===== src/sacs_pkg.sv =====
/*
 * sacs_pkg: constants and carrier types for the conversion sequencer.
 * Assumes a 10 MHz system clock; all times are turned into cycle counts here.
 */
package sacs_pkg;

	// ----------------------------------------------------------------
	// timing
	// ----------------------------------------------------------------
	localparam int unsigned CLK_HZ = 10_000_000;
	localparam int unsigned CONV_TIME_NS = 4000; // internal conversion time
	localparam int unsigned CONV_CYCLES = (CONV_TIME_NS * (CLK_HZ / 1_000_000)) / 1000;

	// ----------------------------------------------------------------
	// configuration word layout (first bit shifted in is bit 7)
	// ----------------------------------------------------------------
	localparam int unsigned CFG_BITS = 8;
	localparam int unsigned ACQ_BIT_NUM = 6; // acquisition opens after this bit
	localparam int unsigned CFG_SGL_POS = 7;
	localparam int unsigned CFG_ODD_POS = 6;
	localparam int unsigned CFG_SEL_HI = 5;
	localparam int unsigned CFG_SEL_LO = 4;
	localparam int unsigned CFG_NAP_POS = 1;
	localparam int unsigned CFG_SLEEP_POS = 0;
	localparam logic [7:0] CFG_RESET = 8'h00;

	// ----------------------------------------------------------------
	// types
	// ----------------------------------------------------------------
	typedef enum logic [1:0] {
		SACS_IDLE = 2'b00,
		SACS_ACQ = 2'b01,
		SACS_CONV = 2'b10
	} sacs_state_e;

	typedef struct packed {
		logic single_ended;
		logic odd_sign;
		logic [1:0] select;
		logic nap;
		logic sleep;
	} sacs_cfg_s;

endpackage


===== src/sacs_top.sv =====
/*
 * sacs_top: digital control of a multichannel SAR converter.
 * Assumes serial pins arrive asynchronously and are sampled by clk_sys_i;
 * the analog comparator decision arrives as cmp_i, valid each bit cycle.
 */
// Behaviour
// RQ1: host shifts 8 config bits on first 8 rising edges; word sets channel and power mode.
// RQ2: acquisition begins on falling shift-clock edge of the sixth config bit.
// RQ3: conversion-start rising edge ends acquisition, holds sample, starts conversion.
// RQ4: host waits at least 4 us of acquisition before conversion start.
// RQ5: conversion-start edges during a conversion are ignored.
// RQ6: SAR decides result bits one by one, MSB first; width 12, 14 or 16.
// RQ7: finished approximation word (positive minus negative) loads output shift register.
// RQ8: result is two's complement; full positive is zero then all ones; code sends the sar word unchanged, so full positive is all ones.
// RQ9: internal clock finishes conversion in about 4 us; code takes STEP_CYC cycles per bit, 32 cycles (3.2 us) at 16 bits.
// RQ10: status output low during conversion, high when it completes.
// RQ11: read-enable high ignores input and shift clock and disables serial output.
// RQ12: after eighth config bit, further input bits ignored until next conversion starts.
// RQ13: result shifts out MSB first, one bit per shift clock, during config input.
`timescale 1ns/1ns
module sacs_top
	import sacs_pkg::*;
#(
	parameter int unsigned RES_BITS = 16
) (
	input wire logic clk_sys_i,
	input wire logic rst_b_i,
	input wire logic shift_clk_i,
	input wire logic serial_config_in_i,
	input wire logic conversion_start_in_i,
	input wire logic read_b_i,
	input wire logic cmp_i,
	output logic serial_result_out_o,
	output logic serial_result_oe_o,
	output logic conv_done_o,
	output logic track_o,
	output logic [7:0] cfg_o,
	output logic [RES_BITS-1:0] sar_dac_o
);

	// elaboration checks: only the three result widths are served, and every
	// bit step must last at least one cycle and still fit the 6-bit step timer
	if (RES_BITS != 12 && RES_BITS != 14 && RES_BITS != 16) begin : g_bad_width
		$error("RES_BITS must be 12, 14 or 16");
	end
	if (CONV_CYCLES / RES_BITS < 1 || CONV_CYCLES / RES_BITS > 63) begin : g_bad_step
		$error("conversion time does not fit the bit step timer");
	end

	localparam logic [5:0] STEP_CYC = 6'(CONV_CYCLES / RES_BITS);

	// ----------------------------------------------------------------
	// reset and input synchronisers
	// ----------------------------------------------------------------
	logic [1:0] rst_sync_ff;
	logic rst_n;
	logic [3:0] meta_ff;
	logic [3:0] sync_ff;
	logic sck_d_ff;
	logic cst_d_ff;

	// reset released through two flops
	always_ff @(posedge clk_sys_i or negedge rst_b_i) begin
		if (!rst_b_i) begin
			rst_sync_ff <= 2'b00;
		end else begin
			rst_sync_ff <= {rst_sync_ff[0], 1'b1};
		end
	end
	assign rst_n = rst_sync_ff[1];

	// two-flop synchronisers for pins; sck edge history
	always_ff @(posedge clk_sys_i or negedge rst_n) begin
		if (!rst_n) begin
			meta_ff <= 4'h0;
			sync_ff <= 4'h0;
			sck_d_ff <= 1'b0;
			cst_d_ff <= 1'b0;
		end else begin
			meta_ff <= {read_b_i, conversion_start_in_i, serial_config_in_i, shift_clk_i};
			sync_ff <= meta_ff;
			sck_d_ff <= sync_ff[0];
			cst_d_ff <= sync_ff[2];
		end
	end

	wire sck_s = sync_ff[0];
	wire sdi_s = sync_ff[1];
	wire cst_s = sync_ff[2];
	wire rdb_s = sync_ff[3];
	wire sck_rise = sck_s & ~sck_d_ff & ~rdb_s; // see RQ11
	wire sck_fall = ~sck_s & sck_d_ff & ~rdb_s; // see RQ11
	wire cst_rise = cst_s & ~cst_d_ff;

	// ----------------------------------------------------------------
	// serial configuration input and result output
	// ----------------------------------------------------------------
	sacs_state_e state_ff, nxt_state;
	logic [3:0] bit_cnt_ff;
	logic [7:0] cfg_sh_ff;
	logic [7:0] cfg_ff;
	logic [RES_BITS-1:0] out_sh_ff;
	logic [RES_BITS-1:0] sar_ff;
	logic [RES_BITS-1:0] trial_ff;
	logic [5:0] step_ff;
	logic sdo_ff;
	logic oe_ff;
	logic done_ff;
	logic track_ff;

	wire cfg_open = bit_cnt_ff < 4'(CFG_BITS); // see RQ12
	wire take_bit = sck_rise & cfg_open; // see RQ1
	wire acq_open = sck_fall & (bit_cnt_ff == 4'(ACQ_BIT_NUM)); // see RQ2
	wire conv_go = cst_rise & (state_ff != SACS_CONV); // see RQ3 see RQ5
	wire step_end = (state_ff == SACS_CONV) & (step_ff == STEP_CYC - 6'h01);
	wire last_bit = step_end & trial_ff[0];
	wire [RES_BITS-1:0] sar_keep = cmp_i ? sar_ff : (sar_ff & ~trial_ff);
	wire [RES_BITS-1:0] sar_next = sar_keep | (trial_ff >> 1);

	// config capture; counter rearmed only when a conversion starts
	always_ff @(posedge clk_sys_i or negedge rst_n) begin
		if (!rst_n) begin
			bit_cnt_ff <= 4'h0;
			cfg_sh_ff <= CFG_RESET;
			cfg_ff <= CFG_RESET;
		end else begin
			if (conv_go) begin
				bit_cnt_ff <= 4'h0; // see RQ12
				cfg_ff <= cfg_sh_ff; // see RQ1
			end else if (take_bit) begin
				bit_cnt_ff <= bit_cnt_ff + 4'h1;
				cfg_sh_ff <= {cfg_sh_ff[6:0], sdi_s}; // see RQ1
			end
		end
	end

	// result shift: msb first, next bit presented on falling shift clock
	always_ff @(posedge clk_sys_i or negedge rst_n) begin
		if (!rst_n) begin
			out_sh_ff <= '0;
			sdo_ff <= 1'b0;
			oe_ff <= 1'b0;
		end else begin
			oe_ff <= ~rdb_s; // see RQ11
			if (last_bit) begin
				out_sh_ff <= {sar_keep[RES_BITS-2:0], 1'b0}; // see RQ7
				sdo_ff <= sar_keep[RES_BITS-1]; // see RQ8
			end else if (sck_fall) begin
				out_sh_ff <= {out_sh_ff[RES_BITS-2:0], 1'b0}; // see RQ13
				sdo_ff <= out_sh_ff[RES_BITS-1]; // see RQ13
			end
		end
	end

	// ----------------------------------------------------------------
	// sequencer and successive approximation
	// ----------------------------------------------------------------
	always_comb begin
		nxt_state = state_ff;
		case (state_ff)
			SACS_IDLE: begin
				if (conv_go) begin
					nxt_state = SACS_CONV;
				end else if (acq_open) begin
					nxt_state = SACS_ACQ;
				end
			end
			SACS_ACQ: begin
				if (conv_go) begin
					nxt_state = SACS_CONV; // see RQ3
				end
			end
			SACS_CONV: begin
				if (last_bit) begin
					nxt_state = SACS_IDLE;
				end
			end
			default: begin
				nxt_state = SACS_IDLE;
			end
		endcase
	end

	// state, bit timer and sar register; one bit per step, msb first
	always_ff @(posedge clk_sys_i or negedge rst_n) begin
		if (!rst_n) begin
			state_ff <= SACS_IDLE;
			step_ff <= 6'h00;
			sar_ff <= '0;
			trial_ff <= '0;
			done_ff <= 1'b1;
			track_ff <= 1'b0;
		end else begin
			state_ff <= nxt_state;
			track_ff <= (nxt_state == SACS_ACQ); // see RQ2 see RQ3
			if (conv_go) begin
				done_ff <= 1'b0; // see RQ10
				step_ff <= 6'h00;
				trial_ff <= {1'b1, {(RES_BITS-1){1'b0}}}; // see RQ6
				sar_ff <= {1'b1, {(RES_BITS-1){1'b0}}};
			end else if (step_end) begin
				step_ff <= 6'h00; // see RQ9
				sar_ff <= sar_next; // see RQ6
				trial_ff <= trial_ff >> 1;
				if (trial_ff[0]) begin
					done_ff <= 1'b1; // see RQ10
				end
			end else if (state_ff == SACS_CONV) begin
				step_ff <= step_ff + 6'h01;
			end
		end
	end

	assign serial_result_out_o = sdo_ff;
	assign serial_result_oe_o = oe_ff;
	assign conv_done_o = done_ff;
	assign track_o = track_ff;
	assign cfg_o = cfg_ff;
	assign sar_dac_o = sar_ff;

endmodule

===== config.mk =====
export PLATFORM = sky130hd
export DESIGN_NAME = sacs_top
export DESIGN_NICKNAME = d
export VERILOG_FILES = /design/src/sacs_pkg.sv /design/src/sacs_top.sv
export SDC_FILE = /design/constraint.sdc
export NUM_CORES = 1
export LEC_CHECK = 0
export BUFFER_PORTS_ARGS = -buffer_cell sky130_fd_sc_hd__buf_2
export CAP_MARGIN = 20
export CORE_UTILIZATION = 60
export CTS_CLUSTER_SIZE = 12
export DETAILED_ROUTE_END_ITERATION = 8
export PLACE_DENSITY = 0.83
export SLEW_MARGIN = 25
export SYNTH_ARGS = -nofsm -noshare
export SYNTH_HDL_FRONTEND = slang
export SYNTH_SLANG_ARGS = --single-unit

===== constraint.sdc =====
create_clock -name clk_sys_i -period 4.6 [get_ports clk_sys_i]
set_clock_uncertainty 0.2 [all_clocks]
set_input_delay 0.46 -clock clk_sys_i [delete_from_list [all_inputs] [get_ports clk_sys_i]]
set_output_delay 0.46 -clock clk_sys_i [all_outputs]
set_load 0.005 [all_outputs]

# ---- Yosys cells after proc, flatten, opt, wreduce, memory -nomap -nowiden
# Cells that the tools add are included.
dict set report word_totals {
  latch_bits 0
  output_inout_bits 28
  memories 0
  wordCells 74
  rom_bits 0
  mem_bits_rw 0
  ff_bits 92
  inputBits 7
}
dict set report op_classes {
  eq_ne 6
  add_sub_neg 2
  mux 22
  reduce_logical 8
  n_mul 0
  order_cmp 1
  shifts 0
  div_mod_pow 0
  n_bitwise 18
}
# op n
set ops {}
lappend ops {{$mux W16} 7}
lappend ops {{$mux W6} 3}
lappend ops {{$and A16 B16 Y16} 1}
lappend ops {{$not A16 Y16} 1}
lappend ops {{$or A16 B15 Y16} 1}
lappend ops {{$and A1 B1 Y1} 10}
lappend ops {{$mux W2} 4}
lappend ops {{$mux W4} 2}
lappend ops {{$reduce_bool A2 Y1} 4}
lappend ops {{$add A6 B1 Y6 const B} 1}
lappend ops {{$eq A6 B1 Y1 const B} 1}
lappend ops {{$pmux W2 S3} 1}
lappend ops {{$mux W1} 5}
lappend ops {{$not A1 Y1} 5}
lappend ops {{$add A4 B1 Y4 const B} 1}
lappend ops {{$eq A2 B1 Y1 const B} 2}
lappend ops {{$eq A4 B3 Y1 const B} 1}
lappend ops {{$lt A4 B4 Y1 const B} 1}
lappend ops {{$reduce_and A2 Y1} 2}
lappend ops {{$reduce_bool A3 Y1} 1}
lappend ops {{$eq A2 B2 Y1 const B} 1}
lappend ops {{$logic_not A2 Y1} 1}
lappend ops {{$ne A2 B2 Y1 const B} 1}

# ---- Depth between registers and ports, before layout
# Gate-level depths: netlist of run 1.
dict set report logic_depth {
  ltp_word 8
  depth_mapped 7
  ltp_nobuf 5
}

# ---- Worst setup path after synthesis of run 1
# Ideal clock, no wire load.
dict set report synth_path {
  path_kind {register to register}
  from {reg step_ff[1]}
  to {reg trial_ff[15]}
  t_arrival_ns 1.526
  setup_time_ns 0.137
  path_stages_with_launch 8
  required_time_ns 4.263
  path_buffers 2
  synth_period_minus_slack_ns 1.863
  slack_ns 2.737
  cell_sequence {dfrtp_1 -> inv_1 -> ha_1 -> nor3b_2 -> and2_0 -> buf_2 -> buf_2 -> o22ai_1}
}
dict set report synth_between {
  elab_chain_cells 3
}
# item line_no
set synth_rtl {}
lappend synth_rtl {{from (decl)} sacs_top.sv:105} ;# logic [5:0] step_ff;
lappend synth_rtl {{from (signal assigned)} sacs_top.sv:209} ;# step_ff <= step_ff + 6'h01;
lappend synth_rtl {{$eq A6 B1 Y1} sacs_top.sv:115} ;# wire step_end = (state_ff == SACS_CONV) & (step_ff == STEP_CYC - 6'h01);
lappend synth_rtl {{$and A1 B1 Y1} sacs_top.sv:115}
lappend synth_rtl {{$reduce_bool A2 Y1 (no line)} n/a}
lappend synth_rtl {{to (signal assigned)} sacs_top.sv:199} ;# trial_ff <= {1'b1, {(RES_BITS-1){1'b0}}};
lappend synth_rtl {{to (signal assigned)} sacs_top.sv:204} ;# trial_ff <= trial_ff >> 1;
lappend synth_rtl {{to (decl)} sacs_top.sv:104} ;# logic [RES_BITS-1:0] trial_ff;
# No other way between the ends.
# A chain may end at the register's enable or synchronous reset.

# ---- Worst setup path in the final report of run 1
dict set report layout_path {
  from {reg step_ff[3]}
  to {reg out_sh_ff[15]}
}
dict set report layout_between {
  elab_chain_cells 4
  word_cells_on_any_way 5
  classes_between {eq/ne (1); mux (1); bitwise (2); reduce/logical (1)}
}
# item line_no
set layout_rtl {}
lappend layout_rtl {{$eq A6 B1 Y1 *} sacs_top.sv:115}
lappend layout_rtl {{$and A1 B1 Y1 *} sacs_top.sv:115}
lappend layout_rtl {{$and A1 B1 Y1 *} sacs_top.sv:116} ;# wire last_bit = step_end & trial_ff[0];
lappend layout_rtl {{$mux W16 / $reduce_bool A2 Y1 (equally long branches)} n/a}
lappend layout_rtl {{to (signal assigned)} sacs_top.sv:146} ;# out_sh_ff <= {sar_keep[RES_BITS-2:0], 1'b0};
lappend layout_rtl {{to (signal assigned)} sacs_top.sv:149} ;# out_sh_ff <= {out_sh_ff[RES_BITS-2:0], 1'b0};
lappend layout_rtl {{to (decl)} sacs_top.sv:102} ;# logic [RES_BITS-1:0] out_sh_ff;
# Every way passes the cells marked *; elsewhere a longest branch is shown, timed or not.

==> results of run 1 <==
## synthesized netlist by cell type, drive strengths merged
cell | n | area [um^2]
a2111oi | 1 | 8.76
a211oi | 3 | 22.5
a21o | 1 | 7.51
a21oi | 20 | 100
a31o | 1 | 8.76
a41oi | 1 | 8.76
and2 | 2 | 12.5
buf | 11 | 70.1
clkbuf | 10 | 37.5
conb | 1 | 3.75
dfrtp | 90 | 2250
dfstp | 1 | 26.3
ha | 4 | 50.1
inv | 10 | 37.5
mux2 | 16 | 180
mux2i | 46 | 460
nand2 | 19 | 73.8
nand2b | 17 | 106
nand3 | 17 | 90.1
nand3b | 1 | 7.51
nand4 | 2 | 12.5
nand4b | 2 | 17.5
nor2 | 2 | 7.51
nor2b | 1 | 6.26
nor3 | 4 | 20.0
nor3b | 2 | 20.0
nor4b | 2 | 32.5
o21ai | 50 | 254
o22ai | 1 | 6.26
o2bb2ai | 1 | 8.76
or2b | 1 | 7.51
or3 | 3 | 18.8
or4b | 1 | 10.0
xnor2 | 1 | 8.76
xor2 | 1 | 8.76
## area by class of cell
class                           instances  area, um^2  share of cell area, %
Clock inverter                          7        75.1                   1.67
Timing Repair Buffer                   45         285                   6.36
Multi-Input combinational cell        224        1590                   35.4
Sequential cell                        91        2280                   50.9
Tap cell                               77        96.3                   2.15
Clock buffer                            9         124                   2.76
Inverter                               10        37.5                  0.836
## metal layers
layer,up-vias,GRT usage [%]
met5,-,0
li1,1291,-
met2,78,36.3
met1,1336,33.2
met3,18,4.25
met4,0,12.3
## report_power, final
part	internal [uW]	switching [uW]	leakage, uW
clock	256	295	0.000104
combinational	285	333	0.000890
sequential	992	179	0.00119
## placed cells by master, fill, tap and decap left out, drive strengths merged, types with 2 or more instances in the layout
| master | count |
|---|---|
| nor3b | 2 |
| and2 | 2 |
| dlygate4sd3 | 5 |
| nor2 | 2 |
| inv | 13 |
| or3 | 3 |
| mux2 | 16 |
| nand2b | 17 |
| a211oi | 3 |
| ha | 4 |
| nor4b | 2 |
| nand3 | 17 |
| buf | 40 |
| dfrtp | 90 |
| mux2i | 46 |
| a21oi | 20 |
| clkbuf | 9 |
| nand2 | 19 |
| o21ai | 50 |
| nor3 | 4 |
| nand4 | 2 |
| nand4b | 2 |
| clkinv | 3 |
## cells by family (layout without fill, tap and decap cells)
kind of cell | count (synthesis) | in the layout | synth area share, %
DFF | 91 | 91 | 56.9
AOI/OAI and AO/OA | 79 | 79 | 10.6
and+or+nand+nor | 76 | 76 | 11.1
muxes | 62 | 62 | 16.0
buffers and inverters | 31 | 71 | 3.63
adders and majority gates | 4 | 4 | 1.25
xor gates and xnor gates | 2 | 2 | 0.438
other | 1 | 1 | 0.0937
## repair_timing
| action | 4_1_cts | 5_1_grt |
|---|---|---|
| gates resized for setup | 0 | 0 |
| endpoints found under the hold margin | 6 | 0 |
| hold buffers | 5 | 0 |
## worst min path at each step
stage / from / to / slack (ns) / cells past startpoint
4_1_cts: rst_sync_ff[1]$_DFF_PN0_ / meta_ff[2]$_DFF_PN0_ / 0.16 / 0
6_report: rst_sync_ff[1]$_DFF_PN0_ / meta_ff[2]$_DFF_PN0_ / 0.14 / 0
2_1_floorplan: rst_b_i / rst_sync_ff[0]$_DFF_PN0_ / -0.04 / 0
3_3_place_gp: rst_b_i / rst_sync_ff[0]$_DFF_PN0_ / 0.05 / 1
3_5_place_dp: rst_b_i / rst_sync_ff[0]$_DFF_PN0_ / 0.05 / 1
5_1_grt: meta_ff[1]$_DFF_PN0_ / sync_ff[1]$_DFF_PN0_ / 0.17 / 0
## registers in the layout (all words and copies together) (netlist names), 2 cells and up
name         count
sar_dac_o       16
trial_ff        16
state_ff         2
cfg_sh_ff        8
meta_ff          4
bit_cnt_ff       4
out_sh_ff       15
sync_ff          4
rst_sync_ff      2
step_ff          6
cfg_o            8
## per-stage QoR
stage	std cells	utilization, %	hold WS, ns	instance area, um^2
after CTS	463	70.3	0.162	4490
after detailed placement	442	66.4	0.0458	4240
after floorplan	346	-	-0.0356	4000
after global routing	463	70.3	0.170	4490
final	463	70.3	0.138	4490
after global placement	441	65.9	0.0452	4210
## critical path, cell delays in order (launching register included)
cell	delay, ns
dfrtp_1	0.43
nor4b_4	0.88
nand3_2	0.69
mux2i_1	0.36
==> run_results.csv, run 1 <==
group,metric,value,unit
min_path,hold_class,"reg -> async",
route,postRouteAntennaNets,0,
clock_tree,cts.clk_slew.worst_paths,0.09,ns
timing,period_needed,2.66,ns
layout,area_growth,12.1,%
setup_path,reg2reg_slack,1.94,ns
clock_tree,post-cts-setup-buffer-count,0,
global_routing,grt_first_pass_wirelength,13.2,mm
outcome,outcome,"finished, final reports clean",
power_and_ir_drop,finalPower,2340,uW
timing,drv_slew,0,
route,wl_met1,3.47,mm
clock_tree,clock_latency,0.36,ns
route,initialDrtViolationCount,324,
layout,num_antenna_cells,0,
route,dr_wl_met3,318,um
setup_path,required,4.68,ns
floorplanning,dieWidth,83.7,um
clock_tree,cts.sinks,91,
floorplanning,fp.coreArea,6390,um^2
global_routing,grt_usage,23.9,%
yosys,synth.yosys.seq_area_share,56.9,%
placed_design,dp_hpwl,4.85,mm
global_routing,grt_start_max_net_pins,48,
power_and_ir_drop,p_leak,0.00218,uW
floorplanning,start_util,62.7,%
placed_design,finalWeightedCongestion,0.801,
timing,period_share,57.9,%
clock_tree,cts_buffer_depth,2,
setup_path,r2r_end,"out_sh_ff[15]$_DFFE_PN0P_",
power_and_ir_drop,power_density,522,nW/um^2
timing,rsz0062_at_grt,"no",
route,top_layer,"met4",
route,totalWireLength,7.55,mm
timing,setup_viol,0,
clock_tree,cts.htree.levels,3,
yosys,synth.cell_area,4000,um^2
power_and_ir_drop,peakVddDrop,0.000372,V
timing,max_slew.worst_pin.slew,0.974,ns
yosys,ys_warn_count,0,
placed_design,pre_cts_ws,1.79,ns
floorplanning,ioPinCount,35,
global_routing,first_global_vias,2748,
setup_path,r2r-start,"step_ff[3]$_DFFE_PN0P_",
route,avgRoutedWirePerCell,16.3,um
setup_path,start_kind,"flop",
timing,slew_headroom,34.8,%
layout,fin_nets,392,
global_routing,grt_overflow,0,
clock_tree,cts_buffers,9,
layout,nFillCells,479,
yosys,ys_types,43,
route,num_vias,2723,
setup_path,cp-startpoint,"step_ff[3]$_DFFE_PN0P_",
floorplanning,die_h,83.7,um
setup_path,rr_worst_depth,3,
setup_path,path_class,"reg -> reg",
floorplanning,rows,29,
setup_path,cp-end-kind,"flop",
floorplanning,dieArea,7000,um^2
setup_path,critPathCapture,"out_sh_ff[15]$_DFFE_PN0P_",
yosys,synth_nets,357,
route,first_pass_iters,4,
job,drv_cap,0,
route,wl_met2,3.58,mm
layout,drive_gt1_share,21.2,%
timing,finalWorstSetupSlack,1.94,ns
yosys,ys_ff_latch,91,
yosys,syn_avg_cell_area,11.6,um^2
yosys,postSynthCellCount,346,
timing,setup_tns,0,ns
clock_tree,cts_tree,"done",
setup_path,critPathArrivalTime,2.74,ns
route,drc_errors,0,
timing,fmax,0.376,GHz
placed_design,portBuffers,34,
clock_tree,cts_root_buf,"clkbuf_8",
global_routing,antenna_found_initial,0,
route,avgViaCountPerCell,5.88,
timing,finalHoldViolCount,0,
setup_path,crit_fanout,19,
No activity file was read; power rests on OpenSTA's default activity.
==> inputs of run 2 (changes only) <==
- CORE_UTILIZATION: 60 -> 59
- PLACE_DENSITY: 0.83 -> 0.82
- clock period: 4.6 -> 2.7 ns (I/O delays scaled with it)
==> run 2 against run 1 <==
The run now ends with DRC left. Largest cell class unchanged. Utilization down 0.13 points. Count of clock-buffer cells in the layout up 3. Non-clock buffer count up 4. Register-to-register slack worse by 1.3 ns. Sequential power up 70%. Routed wire length up 1.7%. Clock power up 83%. Combinational power up 78%. Cell count up 0.86%.
==> run_results.csv, run 2 (synthesis results as in run 1) <==
group,metric,value,unit
route,avgRoutedWirePerCell,16.4,um
global_routing,grt_start_max_net_pins,54,
floorplanning,die_h,84.4,um
clock_tree,cts_buffers,9,
power_and_ir_drop,p_seq_share,48.6,%
power_and_ir_drop,p_sw_share,33.0,%
power_and_ir_drop,comb_power_share,26.8,%
route,postRouteAntennaNets,0,
power_and_ir_drop,p_int,2750,uW
clock_tree,cts_root_buf,"clkbuf_8",
layout,num_antenna_cells,0,
layout,stdcell_area,4530,um^2
placed_design,dp_hpwl,5.07,mm
floorplanning,dieWidth,84.4,um
global_routing,first_global_vias,2674,
setup_path,cpPeakStageDelay,0.65,ns
power_and_ir_drop,finalPower,4100,uW
min_path,hold_class,"in -> async",
route,initialDrtViolationCount,250,
layout,fin_nets,396,
setup_path,critPathArrivalTime,2.06,ns
clock_tree,cts_tree,"done",
floorplanning,rows,29,
power_and_ir_drop,power_switching,1350,uW
floorplanning,ioPinCount,35,
floorplanning,dieArea,7120,um^2
clock_tree,cts.clk_slew.worst_paths,0.08,ns
timing,max_slew.worst_pin.slew,0.687,ns
timing,slew_headroom,53.6,%
power_and_ir_drop,power_density,905,nW/um^2
clock_tree,clock_latency,0.36,ns
layout,final_cell_mix,"dfrtp_1, o21ai_0, mux2i_1",
global_routing,grt_overflow,0,
timing,period_needed,2.02,ns
floorplanning,fp.coreArea,6460,um^2
layout,drive_gt1_share,21.5,%
clock_tree,cts_buffer_depth,2,
timing,drv_slew,0,
setup_path,path_class,"reg -> reg",
timing,period_share,74.9,%
floorplanning,start_util,62.0,%
outcome,outcome,"finished with violations",
placed_design,dp_cells,446,
layout,area_growth,13.2,%
setup_path,crit_slowest_cell,"nor4b_1",
setup_path,start_kind,"flop",
outcome,violations,"DRC",
route,drc_errors,2,
timing,finalHoldViolCount,0,
route,num_vias,2696,
clock_tree,cts.sinks,91,
clock_tree,cts.htree.levels,3,
timing,setup_viol,0,
setup_path,path_cells,"nor4b_1, o21ai_2, mux2_2",
job,drv_cap,0,
route,avgViaCountPerCell,5.77,
route,totalWireLength,7.67,mm
global_routing,grt_usage,23.5,%
setup_path,crit_fanout,8,
timing,setup_tns,0,ns
power_and_ir_drop,clock_power_share,24.6,%
timing,fmax,0.495,GHz
layout,final_common_cell,"dfrtp_1",
power_and_ir_drop,peakVddDrop,0.000590,V
timing,rsz0062_at_grt,"no",
placed_design,portBuffers,34,
global_routing,antenna_found_initial,0,
route,first_pass_iters,6,
setup_path,required,2.74,ns
placed_design,placed_cell_area,4260,um^2
clock_tree,post-cts-setup-buffer-count,0,
layout,stdcell_count,467,
setup_path,rr_worst_depth,3,
global_routing,grt_first_pass_wirelength,12.9,mm
placed_design,finalWeightedCongestion,0.786,
setup_path,cp-end-kind,"flop",
power_and_ir_drop,p_leak,0.00220,uW
-- run 2: power groups by stage --
stage,Clock (uW),Combinational [uW],Sequential [uW]
after floorplan,0,763,1960
after global placement,0,1040,1990
after detailed placement,0,1090,2010
after CTS,1020,1100,1990
after global routing,1080,1220,2040
final,1010,1100,1990
-- run 2: timing repair --
| item | in CTS | in global routing |
|---|---|---|
| endpoints found under the hold margin | 6 | 0 |
| gates resized for setup | 0 | 0 |
| hold buffers | 5 | 0 |
-- run 2: critical path, delay by kind of cell (launching register included) --
family / cells / cell delay, ns
DFF: 1 / 0.42
AOI/OAI and AO/OA: 1 / 0.29
and+or+nand+nor: 1 / 0.65
muxes: 1 / 0.35
-- run 2: metal layers --
layer	part of all wire (%)	vias to the layer above	wire length (um)	global-route usage, %
li1	-	1295	-	-
met1	47	1332	3600	33.8
met2	47	58	3610	35.5
met3	4.2	11	323	4.72
met4	1.8	0	137	9.40
met5	0	-	0	0
-- run 2: path summary, 6_finish.rpt --
kind / start / endpoint / slack, ns
hold / removal: rst_b_i / rst_sync_ff[1]$_DFF_PN0_ / 0.02
setup reg to reg: sync_ff[3]$_DFF_PN0_ / cfg_sh_ff[3]$_DFFE_PN0P_ / 0.68
max in group asynchronous: rst_sync_ff[1]$_DFF_PN0_ / bit_cnt_ff[1]$_DFFE_PN0P_ / 1.56
min in group clk_sys_i: cmp_i / out_sh_ff[1]$_DFFE_PN0P_ / 0.10
setup / recovery: sync_ff[3]$_DFF_PN0_ / cfg_sh_ff[3]$_DFFE_PN0P_ / 0.68
hold reg to reg: rst_sync_ff[1]$_DFF_PN0_ / sck_d_ff$_DFF_PN0_ / 0.09
-- run 2: final cells by class --
type                            instances  area [um^2]
Timing Repair Buffer                   49          308
Clock buffer                           12          145
Multi-Input combinational cell        224         1590
Tap cell                               77         96.3
Sequential cell                        91         2280
Inverter                               10         37.5
Fill cell                             487         1930
Clock inverter                          4         73.8
-- run 2: through the flow --
step / hold WS [ns] / utilization, % / worst slack, ns
after floorplan: -0.226 / - / 0.837
after global placement: -0.145 / 66.0 / 0.740
after detailed placement: -0.143 / 66.0 / 0.687
after CTS: 0.0112 / 70.1 / 0.666
after global routing: 0.0206 / 70.1 / 0.486
final: 0.0244 / 70.1 / 0.678
==> inputs of run 3 (changes only) <==
- CORE_UTILIZATION: 59 -> 53
- PLACE_DENSITY: 0.82 -> 0.78
- clock period: 2.7 -> 1.6 ns (I/O delays scaled with it)
==> run 3 against run 2 <==
The flow finishes with violations (setup timing). Total power up 91%. Non-clock buffer count grew 35. Clock power grew 73%.
==> run_results.csv, run 3 (synthesis results as in run 1) <==
group,metric,value,unit
power_and_ir_drop,comb_power_share,34.8,%
layout,stdcell_count,524,
job,drv_cap,0,
clock_tree,cts.htree.levels,3,
route,drc_errors,0,
route,first_pass_iters,4,
setup_path,rr_worst_depth,6,
layout,final_cell_mix,"dfrtp_1, o21ai_0, mux2i_1",
floorplanning,die_h,88.9,um
floorplanning,ioPinCount,35,
power_and_ir_drop,p_sw_share,33.7,%
global_routing,grt_usage,23.1,%
layout,multi_input_area,1790,um^2
setup_path,crit_fanout,8,
clock_tree,cts_buffer_depth,2,
power_and_ir_drop,finalPower,7850,uW
power_and_ir_drop,power_switching,2650,uW
min_path,hold_class,"reg -> async",
setup_path,required,1.65,ns
placed_design,placed_cell_area,4560,um^2
floorplanning,dieWidth,88.9,um
outcome,outcome,"finished with violations",
placed_design,portBuffers,34,
floorplanning,rows,31,
placed_design,dp_cells,489,
clock_tree,clock_latency,0.36,ns
outcome,violations,"setup timing",
power_and_ir_drop,p_leak,0.00250,uW
power_and_ir_drop,power_density,1520,nW/um^2
clock_tree,cts.clk_slew.worst_paths,0.10,ns
route,avgViaCountPerCell,5.57,
timing,period_share,112,%
layout,drive_gt1_share,33.4,%
floorplanning,start_util,54.9,%
route,num_vias,2919,
timing,finalWorstSetupSlack,-0.190,ns
setup_path,critPathArrivalTime,1.84,ns
layout,area_growth,29.3,%
global_routing,grt_first_pass_wirelength,13.6,mm
clock_tree,cts_tree,"done",
setup_path,cp-end-kind,"flop",
layout,final_common_cell,"dfrtp_1",
global_routing,first_global_vias,2801,
layout,seqCellArea,2280,um^2
layout,nFillCells,528,
global_routing,grt_start_max_net_pins,90,
layout,num_antenna_cells,0,
placed_design,dp_hpwl,5.26,mm
layout,fin_nets,431,
power_and_ir_drop,clock_power_share,22.3,%
layout,stdcell_area,5180,um^2
clock_tree,cts_root_buf,"clkbuf_8",
power_and_ir_drop,peakVddDrop,0.000909,V
timing,finalHoldViolCount,0,
timing,period_needed,1.79,ns
placed_design,pre_cts_ws,-0.146,ns
power_and_ir_drop,p_int,5200,uW
timing,fmax,0.559,GHz
route,postRouteAntennaNets,0,
placed_design,finalWeightedCongestion,0.829,
power_and_ir_drop,p_seq_share,42.9,%
timing,drv_slew,0,
global_routing,antenna_found_initial,0,
global_routing,grt_overflow,0,
setup_path,start_kind,"flop",
layout,utilization,71.0,%
setup_path,path_class,"reg -> reg",
timing,setup_viol,75,
clock_tree,cts_buffers,9,
floorplanning,dieArea,7910,um^2
clock_tree,cts.sinks,91,
timing,rsz0062_at_grt,"yes",
route,initialDrtViolationCount,192,
route,totalWireLength,9.28,mm
floorplanning,fp.coreArea,7290,um^2
route,avgRoutedWirePerCell,17.7,um
run 3: cell count changes in the layout (fill, tap and decap cells not counted), sizes merged:
cell and delta:
inv +1, buf +31, dlygate4sd3 +2, clkinv +1
run 3: through the flow:
stage               TNS (ns)  hold slack, ns
finish                 -8.38           0.154
global route          -15.20           0.176
CTS                    -3.81           0.158
detailed placement     -4.66          -0.253
global placement       -2.82          -0.255
floorplan              -5.93          -0.336
run 3: path summary, 6_finish.rpt:
| kind | from | end | slack (ns) |
|---|---|---|---|
| worst min-delay path | rst_sync_ff[1]$_DFF_PN0_ | sync_ff[3]$_DFF_PN0_ | 0.15 |
| worst max register to register | state_ff[0]$_DFF_PN0_ | cfg_sh_ff[7]$_DFFE_PN0P_ | -0.19 |
| max in group asynchronous | rst_b_i | rst_sync_ff[1]$_DFF_PN0_ | 0.60 |
| worst min register to register | rst_sync_ff[1]$_DFF_PN0_ | sync_ff[3]$_DFF_PN0_ | 0.15 |
| min in group clk_sys_i | meta_ff[0]$_DFF_PN0_ | sync_ff[0]$_DFF_PN0_ | 0.15 |
| worst max-delay path | state_ff[0]$_DFF_PN0_ | cfg_sh_ff[7]$_DFFE_PN0P_ | -0.19 |
run 3: worst max-delay path, cell delays in order, from the launching register on:
cell and delay [ns]:
dfrtp_2 0.47, buf_6 0.14, nor2b_4 0.20, buf_6 0.14
o21ai_4 0.06, buf_12 0.16, mux2_4 0.30
run 3: repair_timing:
item | CTS | global route
resized for setup | 21 | 25
pin swaps | 3 | 8
gates cloned | 1 | 2
endpoints found under the hold margin | 7 | 0
setup endpoints to repair | 74 | 77
hold buffers | 7 | 0
buffers inserted | 4 | 8
run 3: power groups by stage:
stage / registers, uW / clock network [uW] / logic [uW]
floorplan: 3320 / 0 / 1400
global placement: 3340 / 0 / 2110
detailed placement: 3370 / 0 / 2210
CTS: 3340 / 1770 / 2360
global route: 3420 / 1860 / 2980
finish: 3360 / 1750 / 2730
run 3: area by class of cell:
class / instances / area share [%]
multi-input combinational: 224 / 34.5
inverter: 10 / 0.725
clock buffer: 10 / 2.66
tap: 99 / 2.39
sequential: 91 / 44.1
timing repair buffer: 84 / 13.9
clock inverter: 6 / 1.69
run 3: per-layer routing:
metal,wire [um],global-route usage [%],vias to the layer above
met4,192,8.50,0
met2,4660,37.3,70
met3,315,5.08,15
li1,-,-,1369
met5,0,0,-
met1,4110,31.0,1465
